<file path="config.mk">
export PLATFORM = sky130hd
export DESIGN_NAME = stream_out_decl_decoder
export DESIGN_NICKNAME = d
export VERILOG_FILES = /design/src/design/decl_split.v /design/src/design/lane_pick.v /design/src/design/stream_out_decl_decoder.v
export VERILOG_INCLUDE_DIRS = /design/src /design/src/shared
export SDC_FILE = /design/constraint.sdc
export NUM_CORES = 1
export LEC_CHECK = 0
export BUFFER_PORTS_ARGS = -buffer_cell sky130_fd_sc_hd__buf_2
export CAP_MARGIN = 20
export CORE_UTILIZATION = 38
export CTS_CLUSTER_SIZE = 25
export DETAILED_ROUTE_END_ITERATION = 6
export HOLD_SLACK_MARGIN = 0.08
export PLACE_DENSITY = 0.56
export SETUP_SLACK_MARGIN = 0.2
export SLEW_MARGIN = 25
export SYNTH_ARGS = -nofsm -noshare
export SYNTH_HDL_FRONTEND = slang
export SYNTH_HIERARCHICAL = 1
export SYNTH_SLANG_ARGS = --single-unit
export TNS_END_PERCENT = 10
</file>
<file path="constraint.sdc">
create_clock -name CLK -period 7.5 [get_ports CLK]
set_clock_uncertainty 0.1 [all_clocks]
set_input_delay 0.75 -clock CLK [delete_from_list [all_inputs] [get_ports CLK]]
set_output_delay 0.75 -clock CLK [all_outputs]
set_load 0.01 [all_outputs]
</file>
<file path="src/shared/so_decl_map.vh">
// Purpose: Constants for the stream-out declaration entry decoder
// Assumes: APB byte addresses, 32-bit data, one word per register
// Notes: Offsets are plain byte addresses
`ifndef SO_DECL_MAP_VH
`define SO_DECL_MAP_VH

// Declaration entry fields
`define ENT_BUF_HI 13
`define ENT_BUF_LO 12
`define ENT_HOLE_BIT 11
`define ENT_ROW_HI 9
`define ENT_ROW_LO 4
`define ENT_MASK_HI 3
`define ENT_MASK_LO 0

// Register byte offsets
`define REG_CTRL 12'h000
`define REG_RDOFS 12'h004
`define REG_STAT 12'h008
`define REG_WPOS0 12'h010
`define REG_WPOS1 12'h014
`define REG_WPOS2 12'h018
`define REG_WPOS3 12'h01C

// Control fields and reset values
`define CTRL_EN_BIT 0
`define CTRL_CLR_BIT 1
`define CTRL_RST 1'h0
`define RDOFS_RST 6'h00
`define WPOS_RST 32'h0000_0000

// State codes
`define ST_IDLE 3'h0
`define ST_DEC 3'h1
`define ST_RD 3'h2
`define ST_WR 3'h3

`endif

</file>
<file path="src/design/decl_split.v">
// Purpose: Splits one declaration entry into its fields
// Assumes: Lane-select mask in the low nibble
// Notes: Purely combinational
`timescale 1ns/10ps
`include "so_decl_map.vh"

module decl_split (
  input wire [15:0] entry,
  output wire [1:0] buf_sel,
  output wire hole,
  output wire [5:0] row,
  output wire [3:0] mask,
  output wire [2:0] words
);

  function [2:0] lane_count;
    input [3:0] m;
    begin
      lane_count = {2'b00, m[0]} + {2'b00, m[1]} +
        {2'b00, m[2]} + {2'b00, m[3]};
    end
  endfunction

  assign buf_sel = entry[`ENT_BUF_HI:`ENT_BUF_LO];
  assign hole = entry[`ENT_HOLE_BIT];
  assign row = entry[`ENT_ROW_HI:`ENT_ROW_LO];
  assign mask = entry[`ENT_MASK_HI:`ENT_MASK_LO];
  // Contiguous hole masks count the same as written lanes
  assign words = lane_count(mask);

endmodule // decl_split

</file>
<file path="src/design/lane_pick.v">
// Purpose: Picks the lowest enabled, not yet written lane of a row
// Assumes: Row is four 32-bit lanes, lane 0 in the low bits
// Notes: Combinational
`timescale 1ns/10ps

module lane_pick (
  input wire [3:0] mask,
  input wire [3:0] done,
  input wire [127:0] row_data,
  output reg any,
  output reg [1:0] lane,
  output wire [31:0] word
);

  wire [31:0] slice [0:3];
  wire [3:0] left;
  integer i;

  genvar g;
  generate
    for (g = 0; g < 4; g = g + 1) begin : g_slice
      assign slice[g] = row_data[32*g+31:32*g];
    end
  endgenerate

  assign left = mask & ~done;

  always @* begin
    any = 1'b0;
    lane = 2'b00;
    for (i = 3; i >= 0; i = i - 1) begin
      if (left[i]) begin
        any = 1'b1;
        lane = i[1:0];
      end
    end
  end

  assign word = slice[lane];

endmodule // lane_pick

</file>
<file path="src/design/stream_out_decl_decoder.v">
// Purpose: Executes stream-out declaration entries in list order
// Assumes: Entry source, vertex store and buffer writer share CLK
// Notes: Registers reached over APB; one entry in flight at a time
`timescale 1ns/10ps
`include "so_decl_map.vh"

module stream_out_decl_decoder (
  input wire CLK,
  input wire NRST,
  input wire PSEL,
  input wire PENABLE,
  input wire PWRITE,
  input wire [11:0] PADDR,
  input wire [31:0] PWDATA,
  output reg [31:0] PRDATA,
  output reg PREADY,
  output reg PSLVERR,
  input wire ENTRY_VALID,
  input wire [15:0] ENTRY_DATA,
  output reg ENTRY_READY,
  output reg VTX_RD_REQ,
  output reg [6:0] VTX_RD_ROW,
  input wire VTX_RD_VALID,
  input wire [127:0] VTX_RD_DATA,
  output reg BUF_WR_VALID,
  output reg [1:0] BUF_WR_SEL,
  output reg [31:0] BUF_WR_ADDR,
  output reg [31:0] BUF_WR_DATA,
  input wire BUF_WR_READY,
  output reg BUSY
);

  reg [2:0] state_q;
  reg [15:0] entry_q;
  reg [127:0] row_q;
  reg [3:0] done_q;
  reg en_q;
  reg [5:0] rdofs_q;
  reg [15:0] ent_cnt_q;
  reg [15:0] hole_cnt_q;
  reg [31:0] wpos_q [0:3];
  reg [31:0] wpos_d [0:3];
  reg [31:0] rd_d;
  reg err_d;

  wire [1:0] buf_sel;
  wire hole;
  wire [5:0] row_idx;
  wire [3:0] mask;
  wire [2:0] words;
  wire any;
  wire [1:0] lane;
  wire [31:0] word;
  wire apb_acc;
  wire apb_wr;
  wire take;
  wire wr_done;
  wire skip_like;

  decl_split u_split (
    .entry(entry_q),
    .buf_sel(buf_sel),
    .hole(hole),
    .row(row_idx),
    .mask(mask),
    .words(words)
  );

  lane_pick u_pick (
    .mask(mask),
    .done(done_q),
    .row_data(row_q),
    .any(any),
    .lane(lane),
    .word(word)
  );

  assign apb_acc = PSEL & PENABLE & ~PREADY;
  // Write lands on the edge that completes the access, with PREADY high
  assign apb_wr = PSEL & PENABLE & PREADY & PWRITE;
  assign take = ENTRY_VALID & ENTRY_READY;
  assign wr_done = BUF_WR_VALID & BUF_WR_READY;
  // Empty write masks behave like no-operation holes
  assign skip_like = hole | (mask == 4'h0);

  // Slave answers in the second access cycle
  always @(posedge CLK) begin
    if (!NRST) begin
      PREADY <= 1'b0;
      PRDATA <= 32'h0000_0000;
      PSLVERR <= 1'b0;
    end else begin
      PREADY <= apb_acc;
      PRDATA <= (apb_acc & ~PWRITE) ? rd_d : 32'h0000_0000;
      PSLVERR <= apb_acc & err_d;
    end
  end

  always @* begin
    rd_d = 32'h0000_0000;
    err_d = 1'b0;
    case (PADDR)
      `REG_CTRL: rd_d = {31'h0000_0000, en_q};
      `REG_RDOFS: rd_d = {26'h000_0000, rdofs_q};
      `REG_STAT: rd_d = {hole_cnt_q[14:0], ent_cnt_q, BUSY};
      `REG_WPOS0: rd_d = wpos_q[0];
      `REG_WPOS1: rd_d = wpos_q[1];
      `REG_WPOS2: rd_d = wpos_q[2];
      `REG_WPOS3: rd_d = wpos_q[3];
      default: err_d = 1'b1;
    endcase
  end

  always @(posedge CLK) begin
    if (!NRST) begin
      en_q <= `CTRL_RST;
      rdofs_q <= `RDOFS_RST;
    end else if (apb_wr) begin
      if (PADDR == `REG_CTRL) begin
        en_q <= PWDATA[`CTRL_EN_BIT];
      end
      if (PADDR == `REG_RDOFS) begin
        rdofs_q <= PWDATA[5:0];
      end
    end
  end

  // Position update; hardware advance wins over a software write
  integer k;
  integer m;
  always @* begin
    for (k = 0; k < 4; k = k + 1) begin
      wpos_d[k] = wpos_q[k];
      if (apb_wr && PADDR == (`REG_WPOS0 + k[11:0] * 12'h004)) begin
        wpos_d[k] = PWDATA;
      end
      if (apb_wr && PADDR == `REG_CTRL && PWDATA[`CTRL_CLR_BIT]) begin
        wpos_d[k] = `WPOS_RST;
      end
    end
    if (state_q == `ST_DEC && skip_like) begin
      wpos_d[buf_sel] = wpos_q[buf_sel] + {29'h0000_0000, words};
    end
    if (state_q == `ST_WR && wr_done) begin
      wpos_d[buf_sel] = wpos_q[buf_sel] + 32'h0000_0001;
    end
  end

  always @(posedge CLK) begin
    if (!NRST) begin
      for (m = 0; m < 4; m = m + 1) begin
        wpos_q[m] <= `WPOS_RST;
      end
    end else begin
      for (m = 0; m < 4; m = m + 1) begin
        wpos_q[m] <= wpos_d[m];
      end
    end
  end

  // Entry sequencer; one entry fully retires before the next is taken
  always @(posedge CLK) begin
    if (!NRST) begin
      state_q <= `ST_IDLE;
      entry_q <= 16'h0000;
      row_q <= 128'h0;
      done_q <= 4'h0;
      ENTRY_READY <= 1'b0;
      VTX_RD_REQ <= 1'b0;
      VTX_RD_ROW <= 7'h00;
      BUF_WR_VALID <= 1'b0;
      BUF_WR_SEL <= 2'b00;
      BUF_WR_ADDR <= 32'h0000_0000;
      BUF_WR_DATA <= 32'h0000_0000;
      BUSY <= 1'b0;
      ent_cnt_q <= 16'h0000;
      hole_cnt_q <= 16'h0000;
    end else begin
      case (state_q)
        `ST_IDLE: begin
          if (take) begin
            entry_q <= ENTRY_DATA;
            ENTRY_READY <= 1'b0;
            BUSY <= 1'b1;
            state_q <= `ST_DEC;
          end else begin
            ENTRY_READY <= en_q;
          end
        end
        `ST_DEC: begin
          ent_cnt_q <= ent_cnt_q + 16'h0001;
          done_q <= 4'h0;
          if (skip_like) begin
            // No write is issued for skipped words
            hole_cnt_q <= hole_cnt_q + 16'h0001;
            BUSY <= 1'b0;
            state_q <= `ST_IDLE;
          end else begin
            VTX_RD_REQ <= 1'b1;
            VTX_RD_ROW <= {1'b0, rdofs_q} + {1'b0, row_idx};
            state_q <= `ST_RD;
          end
        end
        `ST_RD: begin
          if (VTX_RD_VALID) begin
            row_q <= VTX_RD_DATA;
            VTX_RD_REQ <= 1'b0;
            state_q <= `ST_WR;
          end
        end
        `ST_WR: begin
          if (BUF_WR_VALID) begin
            if (BUF_WR_READY) begin
              BUF_WR_VALID <= 1'b0;
              done_q[lane] <= 1'b1;
            end
          end else if (any) begin
            // Set lanes pack into consecutive words
            BUF_WR_VALID <= 1'b1;
            BUF_WR_SEL <= buf_sel;
            BUF_WR_ADDR <= wpos_q[buf_sel];
            BUF_WR_DATA <= word;
          end else begin
            BUSY <= 1'b0;
            state_q <= `ST_IDLE;
          end
        end
        default: begin
          state_q <= `ST_IDLE;
          ENTRY_READY <= 1'b0;
          VTX_RD_REQ <= 1'b0;
          BUF_WR_VALID <= 1'b0;
          BUSY <= 1'b0;
        end
      endcase
    end
  end

endmodule // stream_out_decl_decoder

</file>
==> out/metrics.csv, run 1 <==
stage;metric;value;unit
power;peakVddDrop;160;uV
global_route;grt_max_degree;159;
global_route;antenna_found_initial;14;
sta;tightest_slew;1.11;ns
placed_design;io_buffers;303;
global_route;grt_pass1_vias;19800;
outcome;status;finished, violations left;
cts;cts_root_buf;clkbuf_16;
sta;rsz0062_at_grt;no;
setup_path;worstPathRequired;7.85;ns
outcome;failed_checks;design-rule violations;
floorplan;placementRows;86;
hold_path;hp-class;in2reg;
cts;postCtsSetupRepairBufs;0;
global_route;grt_usage;0.266;
setup_path;critPathMaxStageDelay;0.83;ns
floorplan;die_h;240;um
yosys;syn_inst;2562;
cts;clkSlewWorstSetupHoldPaths;0.06;ns
placed_design;place_ws;3.46;ns
placed_design;routabilityCongestion;0.925;
flow_run;cap_violations;0;
yosys;syn_nets;2781;
yosys;yosysWarnings;6;
setup_path;timing.rr.end;wpos_q[3][27];
sta;setup_tns;0;ns
global_route;overflow;0;
setup_path;cp_slowest_cell;nor3_2;
sta;period_share;0.546;
sta;max_slew_margin;0.261;
setup_path;reg2reg_from;entry_q[12];
layout;design_area;0.0249;mm2
hold_path;whs_endpoint;row_q[1];
setup_path;critPathLaunchType;flip-flop;
setup_path;crit_buf_inv;1;
setup_path;crit_chain;buf_4, mux4_2, nand2_2, nor3_2, nand3_1, xor2_1, o22a_1, a21oi_1;
cts;cts_buffer_depth;3;
power;power.leakage;0.00848;uW
cts;worstSkewPairLatency;0.61;ns
sta;fmax;0.244;GHz
placed_design;placed_area;0.0233;mm2
floorplan;core;0.0555;mm2
layout;final_util;0.449;
global_route;grt_first_pass_wirelength;118000;um
setup_path;reg2reg_slack;3.40;ns
drt;num_vias;20300;
setup_path;crit_path_end_kind;flip-flop;
yosys;synth_area;0.0216;mm2
hold_path;hp-start;VTX_RD_DATA[1];
floorplan;dieWidth;240;um
layout;fin_nets;2954;
floorplan;die_area;0.0577;mm2
placed_design;hpwl;49800;um
cts;cts_tree;built;
sta;setup_viol;0;
sta;finalHoldViolCount;0;
yosys;synth.avg_cell_area;8.41;um2
drt;routed_wirelength;78300;um
drt;drt_iter0_markers;1598;
setup_path;ff2ff_path_depth;8;
cts;hold_buffers;0;
drt;first_pass_iters;7;
layout;syn2layout_area_growth;15.7;%
drt;ant_nets;0;
setup_path;critical_path.top_delay_family;simple AND/OR/NAND/NOR gates;
hold_path;min_delay_path_depth;3;
setup_path;criticalPathCategory;reg2reg;
sta;finalCriticalPeriod;4.10;ns
cts;cts_sinks;424;
drt;viasPerCell;5.77;
sta;setup_ws;3.40;ns
sta;slew_viol_final;0;
cts;cts_max_level;2;
cts;cts_made_buffers;49;
drt;wl_per_cell;22.2;um
floorplan;io_pins;307;
setup_path;arrival;4.45;ns
floorplan;initial_utilization;0.388;
setup_path;worstPathMaxFanout;30;
cts;post_cts_resized;0;
power;power_density;194;mW/mm2
drt;drc;5;
layout;drive_gt1_frac;0.187;
sta;worst_hold_slack;0.272;ns
==> through the flow <==
| step | std cells | power, uW |
|---|---|---|
| 2_1_floorplan | 2562 | 2360 |
| 3_3_place_gp | 3431 | 2450 |
| 3_5_place_dp | 3431 | 2450 |
| 4_1_cts | 3517 | 4880 |
| 5_1_grt | 3518 | 4980 |
| 6_report | 3522 | 4830 |
==> per-layer routing <==
metal | wire length [um] | track usage | vias to the layer above
met1 | 30500 | 0.321 | 9647
met5 | 116 | 0 | -
met2 | 36700 | 0.440 | 981
li1 | - | - | 9421
met3 | 7650 | 0.0705 | 250
met4 | 3320 | 0.123 | 20
==> sequential cells by signal, summed over array words and instances, names as in the netlist, 13 cells and up <==
| name | cells |
|---|---|
| wpos_q | 128 |
| row_q | 128 |
| BUF_WR_ADDR | 32 |
| PRDATA | 32 |
| BUF_WR_DATA | 32 |
| ent_cnt_q | 16 |
| hole_cnt_q | 15 |
| entry_q | 13 |
==> power breakdown <==
group          total (uW)  switching [uW]  leakage (uW)  internal, uW
Combinational         149            96.4       0.00426          52.3
Clock                2420            1020      0.000805          1410
Sequential           2260            3.96       0.00341          2250
==> tightest hold or removal path, stage by stage <==
cell and delay, ns:
buf_2 0.10, nand2_1 0.04, a21oi_1 0.05
==> worst max-delay path by stage <==
stage	start	endpoint	slack [ns]	cells past startpoint
after floorplan	entry_q[0]	wpos_q[3][17]	4.17	13
after global placement	entry_q[12]	wpos_q[3][27]	3.50	8
after detailed placement	entry_q[12]	wpos_q[3][27]	3.46	8
after CTS	entry_q[12]	wpos_q[3][27]	3.45	8
after global routing	entry_q[12]	wpos_q[3][27]	3.11	8
final	entry_q[12]	wpos_q[3][27]	3.40	8
==> layout by cell type, fill, tap and decap left out, types with 23 or more instances in the layout <==
cell type	n
nand3_1	37
buf_2	302
nor2_1	124
a21oi_1	344
nand2_1	565
clkbuf_16	49
xnor2_1	36
o21ai_0	88
buf_4	32
mux4_2	32
mux2i_1	209
a211oi_1	82
a22oi_1	41
xor2_1	45
dfxtp_1	422
a222oi_1	23
o22ai_1	32
==> area by class of cell <==
type | count | area (um2)
multi-input cells | 1902 | 12000
clock buffers | 74 | 1490
flip-flops and latches | 424 | 8490
fillers | 5628 | 30600
repair buffers | 336 | 1790
well taps | 748 | 936
clock inverters | 12 | 143
inverters | 22 | 90.1
diodes | 4 | 10.0
(Power assumes the default switching activity.)
==> run 2: changes to the inputs <==
- ABC_AREA: not set -> 1
- PLACE_DENSITY: 0.56 -> 0.57
- clock period: 7.5 -> 3.6 ns (I/O delays scaled with it)
==> run 2 against run 1 <==
Non-clock buffer count increased by 224; synthesized cell count increased by 54%; die area increased by 13%; the run now ends clean; critical endpoint is now wpos_q[2][21]; worst setup slack got worse by 3.0 ns; clock power increased by 140%; count of clock-buffer cells in the layout decreased by 5.
==> out/metrics.csv, run 2 <==
stage;metric;value;unit;change
outcome;status;finished, final reports clean;;
drt;wl_per_cell;18.7;um;-16%
cts;cts_root_buf;clkbuf_16;;
global_route;overflow;0;;unchanged
global_route;antenna_found_initial;5;;-9
setup_path;crit_path_end_kind;flip-flop;;
yosys;syn_nets;4163;;+50%
sta;period_share;0.899;;+0.353
layout;final_common_cell;nand2_1;;
layout;reg_top3;row_q: 128 flops, wpos_q: 128 flops;;
setup_path;cp_slowest_cell;fa_1;;
cts;cts_made_buffers;51;;+4.1%
sta;setup_viol;0;;unchanged
sta;setup_tns;0;ns;unchanged
sta;fmax;0.309;GHz;+27%
drt;routed_wirelength;97200;um;+24%
setup_path;reg2reg_from;entry_q[0];;
floorplan;core;0.0632;mm2;+14%
yosys;yosysWarnings;6;;unchanged
flow_run;cap_violations;0;;unchanged
sta;max_slew_margin;0.200;;-0.0608
drt;num_vias;27000;;+33%
layout;fin_nets;4542;;+54%
placed_design;hpwl;64900;um;+30%
setup_path;arrival;3.70;ns;-0.75 ns
layout;fillers;6618;;+18%
setup_path;crit_chain;inv_1, fa_1, inv_1, ha_1, ha_1, ha_1, nand3_1, nand3_2, inv_1, nor2_4, nand2_4, nor2_4, nand2_1, nand2_1, nand3_1, nand2_1, inv_1, nor2_1;;
drt;viasPerCell;5.18;;-10%
power;power_density;361;mW/mm2;+86%
setup_path;worstPathMaxFanout;5;;-83%
floorplan;placementRows;92;;+7.0%
drt;drc;0;;-5
drt;first_pass_iters;5;;-2
setup_path;ff2ff_path_depth;18;;+10
hold_path;hp-class;in2reg;;
power;peakVddDrop;314;uV;+97%
yosys;synth.avg_cell_area;6.16;um2;-27%
setup_path;criticalPathCategory;reg2reg;;
setup_path;critPathLaunchType;flip-flop;;
placed_design;placedCellCount;4949;;+44%
yosys;syn_inst;3944;;+54%
setup_path;timing.rr.end;wpos_q[2][21];;
layout;multi_input_area;0.0130;mm2;+8.1%
hold_path;hp-start;PWDATA[21];;
drt;drt_iter0_markers;2460;;+54%
floorplan;initial_utilization;0.385;;-0.00354
placed_design;io_buffers;303;;unchanged
setup_path;crit_buf_inv;4;;+3
drt;ant_nets;0;;unchanged
sta;slew_viol_final;0;;unchanged
global_route;grt_usage;0.295;;+0.0293
layout;syn2layout_area_growth;24.6;%;
power;power.leakage;0.0133;uW;+57%
cts;worstSkewPairLatency;0.64;ns;+0.03 ns
cts;clkSlewWorstSetupHoldPaths;0.06;ns;about the same
setup_path;critical_path.top_delay_family;adder cells;;
floorplan;io_pins;307;;unchanged
floorplan;die_area;0.0650;mm2;+13%
sta;finalCriticalPeriod;3.24;ns;-0.861 ns
hold_path;whs_endpoint;wpos_q[3][21];;
sta;finalHoldViolCount;0;;unchanged
floorplan;dieWidth;255;um;+6.1%
setup_path;reg2reg_slack;0.36;ns;-3.04 ns
hold_path;min_delay_path_depth;7;;+4
layout;final_cell_mix;926 x nand2_1, 601 x nor2_1, 467 x inv_1;;
cts;cts_sinks;424;;unchanged
setup_path;path_common_cell;inv_1;;
global_route;grt_max_degree;245;;+54%
global_route;grt_pass1_vias;24800;;+25%
cts;cts_max_level;2;;unchanged
cts;cts_tree;built;;
setup_path;critPathMaxStageDelay;0.54;ns;-0.29 ns
cts;cts_buffer_depth;3;;unchanged
layout;drive_gt1_frac;0.136;;-0.0511
sta;rsz0062_at_grt;yes;;
floorplan;die_h;255;um;+6.1%
global_route;grt_first_pass_wirelength;148000;um;+26%
placed_design;routabilityCongestion;0.984;;+6.3%
layout;regArea;0.00849;mm2;unchanged
sta;tightest_slew;1.20;ns;+0.0923 ns
layout;final_cell_count_no_fill;5211;;+48%
yosys;synth_area;0.0243;mm2;+13%
setup_path;worstPathRequired;4.06;ns;-3.79 ns
-- run 2: report_power, final --
group | switching (uW) | leakage [uW] | internal [uW] | total [uW]
sequential | 0.789 | 0.00341 | 4690 | 4690
clock | 2260 | 0.000919 | 3510 | 5780
combinational | 223 | 0.00895 | 243 | 465
total | 2490 | 0.0133 | 8450 | 10900
-- run 2: how the worst max path moves through the flow --
stage | start | endpoint | depth (start not counted)
2_1_floorplan | entry_q[0] | wpos_q[0][10] | 16
3_3_place_gp | entry_q[0] | wpos_q[0][14] | 17
3_5_place_dp | entry_q[0] | wpos_q[0][29] | 17
4_1_cts | entry_q[0] | wpos_q[0][29] | 17
5_1_grt | entry_q[0] | wpos_q[0][21] | 18
6_report | entry_q[0] | wpos_q[2][21] | 18
-- run 2: timing repair --
| action | 4_1_cts | 5_1_grt |
|---|---|---|
| gates resized for setup | 0 | 16 |
| setup buffers | 0 | 0 |
| endpoints found under the hold margin | 198 | 0 |
| hold buffers | 167 | 0 |
| endpoints found under the setup margin | 0 | 86 |
-- run 2: cell type report --
class                      count  area share
multi-input combinational   2799       0.428
sequential                   424       0.280
timing repair buffer         560       0.134
inverter                     487      0.0604
clock buffer                  69      0.0470
tap                          846      0.0350
clock inverter                25      0.0147
antenna                        1   0.0000826
-- run 2: worst min-delay path, cell delays in order --
cell	delay (ns)
buf_2	0.10
inv_1	0.06
nand2_1	0.06
a21oi_1	0.06
nand2_1	0.05
inv_1	0.03
nor2_1	0.06
-- run 2: per-stage QoR --
step	hold slack (ns)	power (uW)	worst slack, ns	utilization	instance area (um2)
after global placement	0.338	5110	0.299	0.422	26700
after CTS	0.0832	11000	0.258	0.478	30200
after floorplan	0.324	4940	0.647	-	24300
final	0.101	10900	0.363	0.479	30300
after detailed placement	0.343	5110	0.275	0.422	26700
after global routing	0.135	11300	0.192	0.479	30300
-- run 2: metal layers --
metal / vias up / global-route usage / wire [um] / part of all wire
li1: 13300 / - / - / -
met1: 12200 / 0.383 / 40900 / 0.42
met2: 1183 / 0.469 / 43200 / 0.44
met3: 239 / 0.0703 / 9260 / 0.095
met4: 8 / 0.119 / 3840 / 0.040
met5: - / 0 / 55 / 0.00057
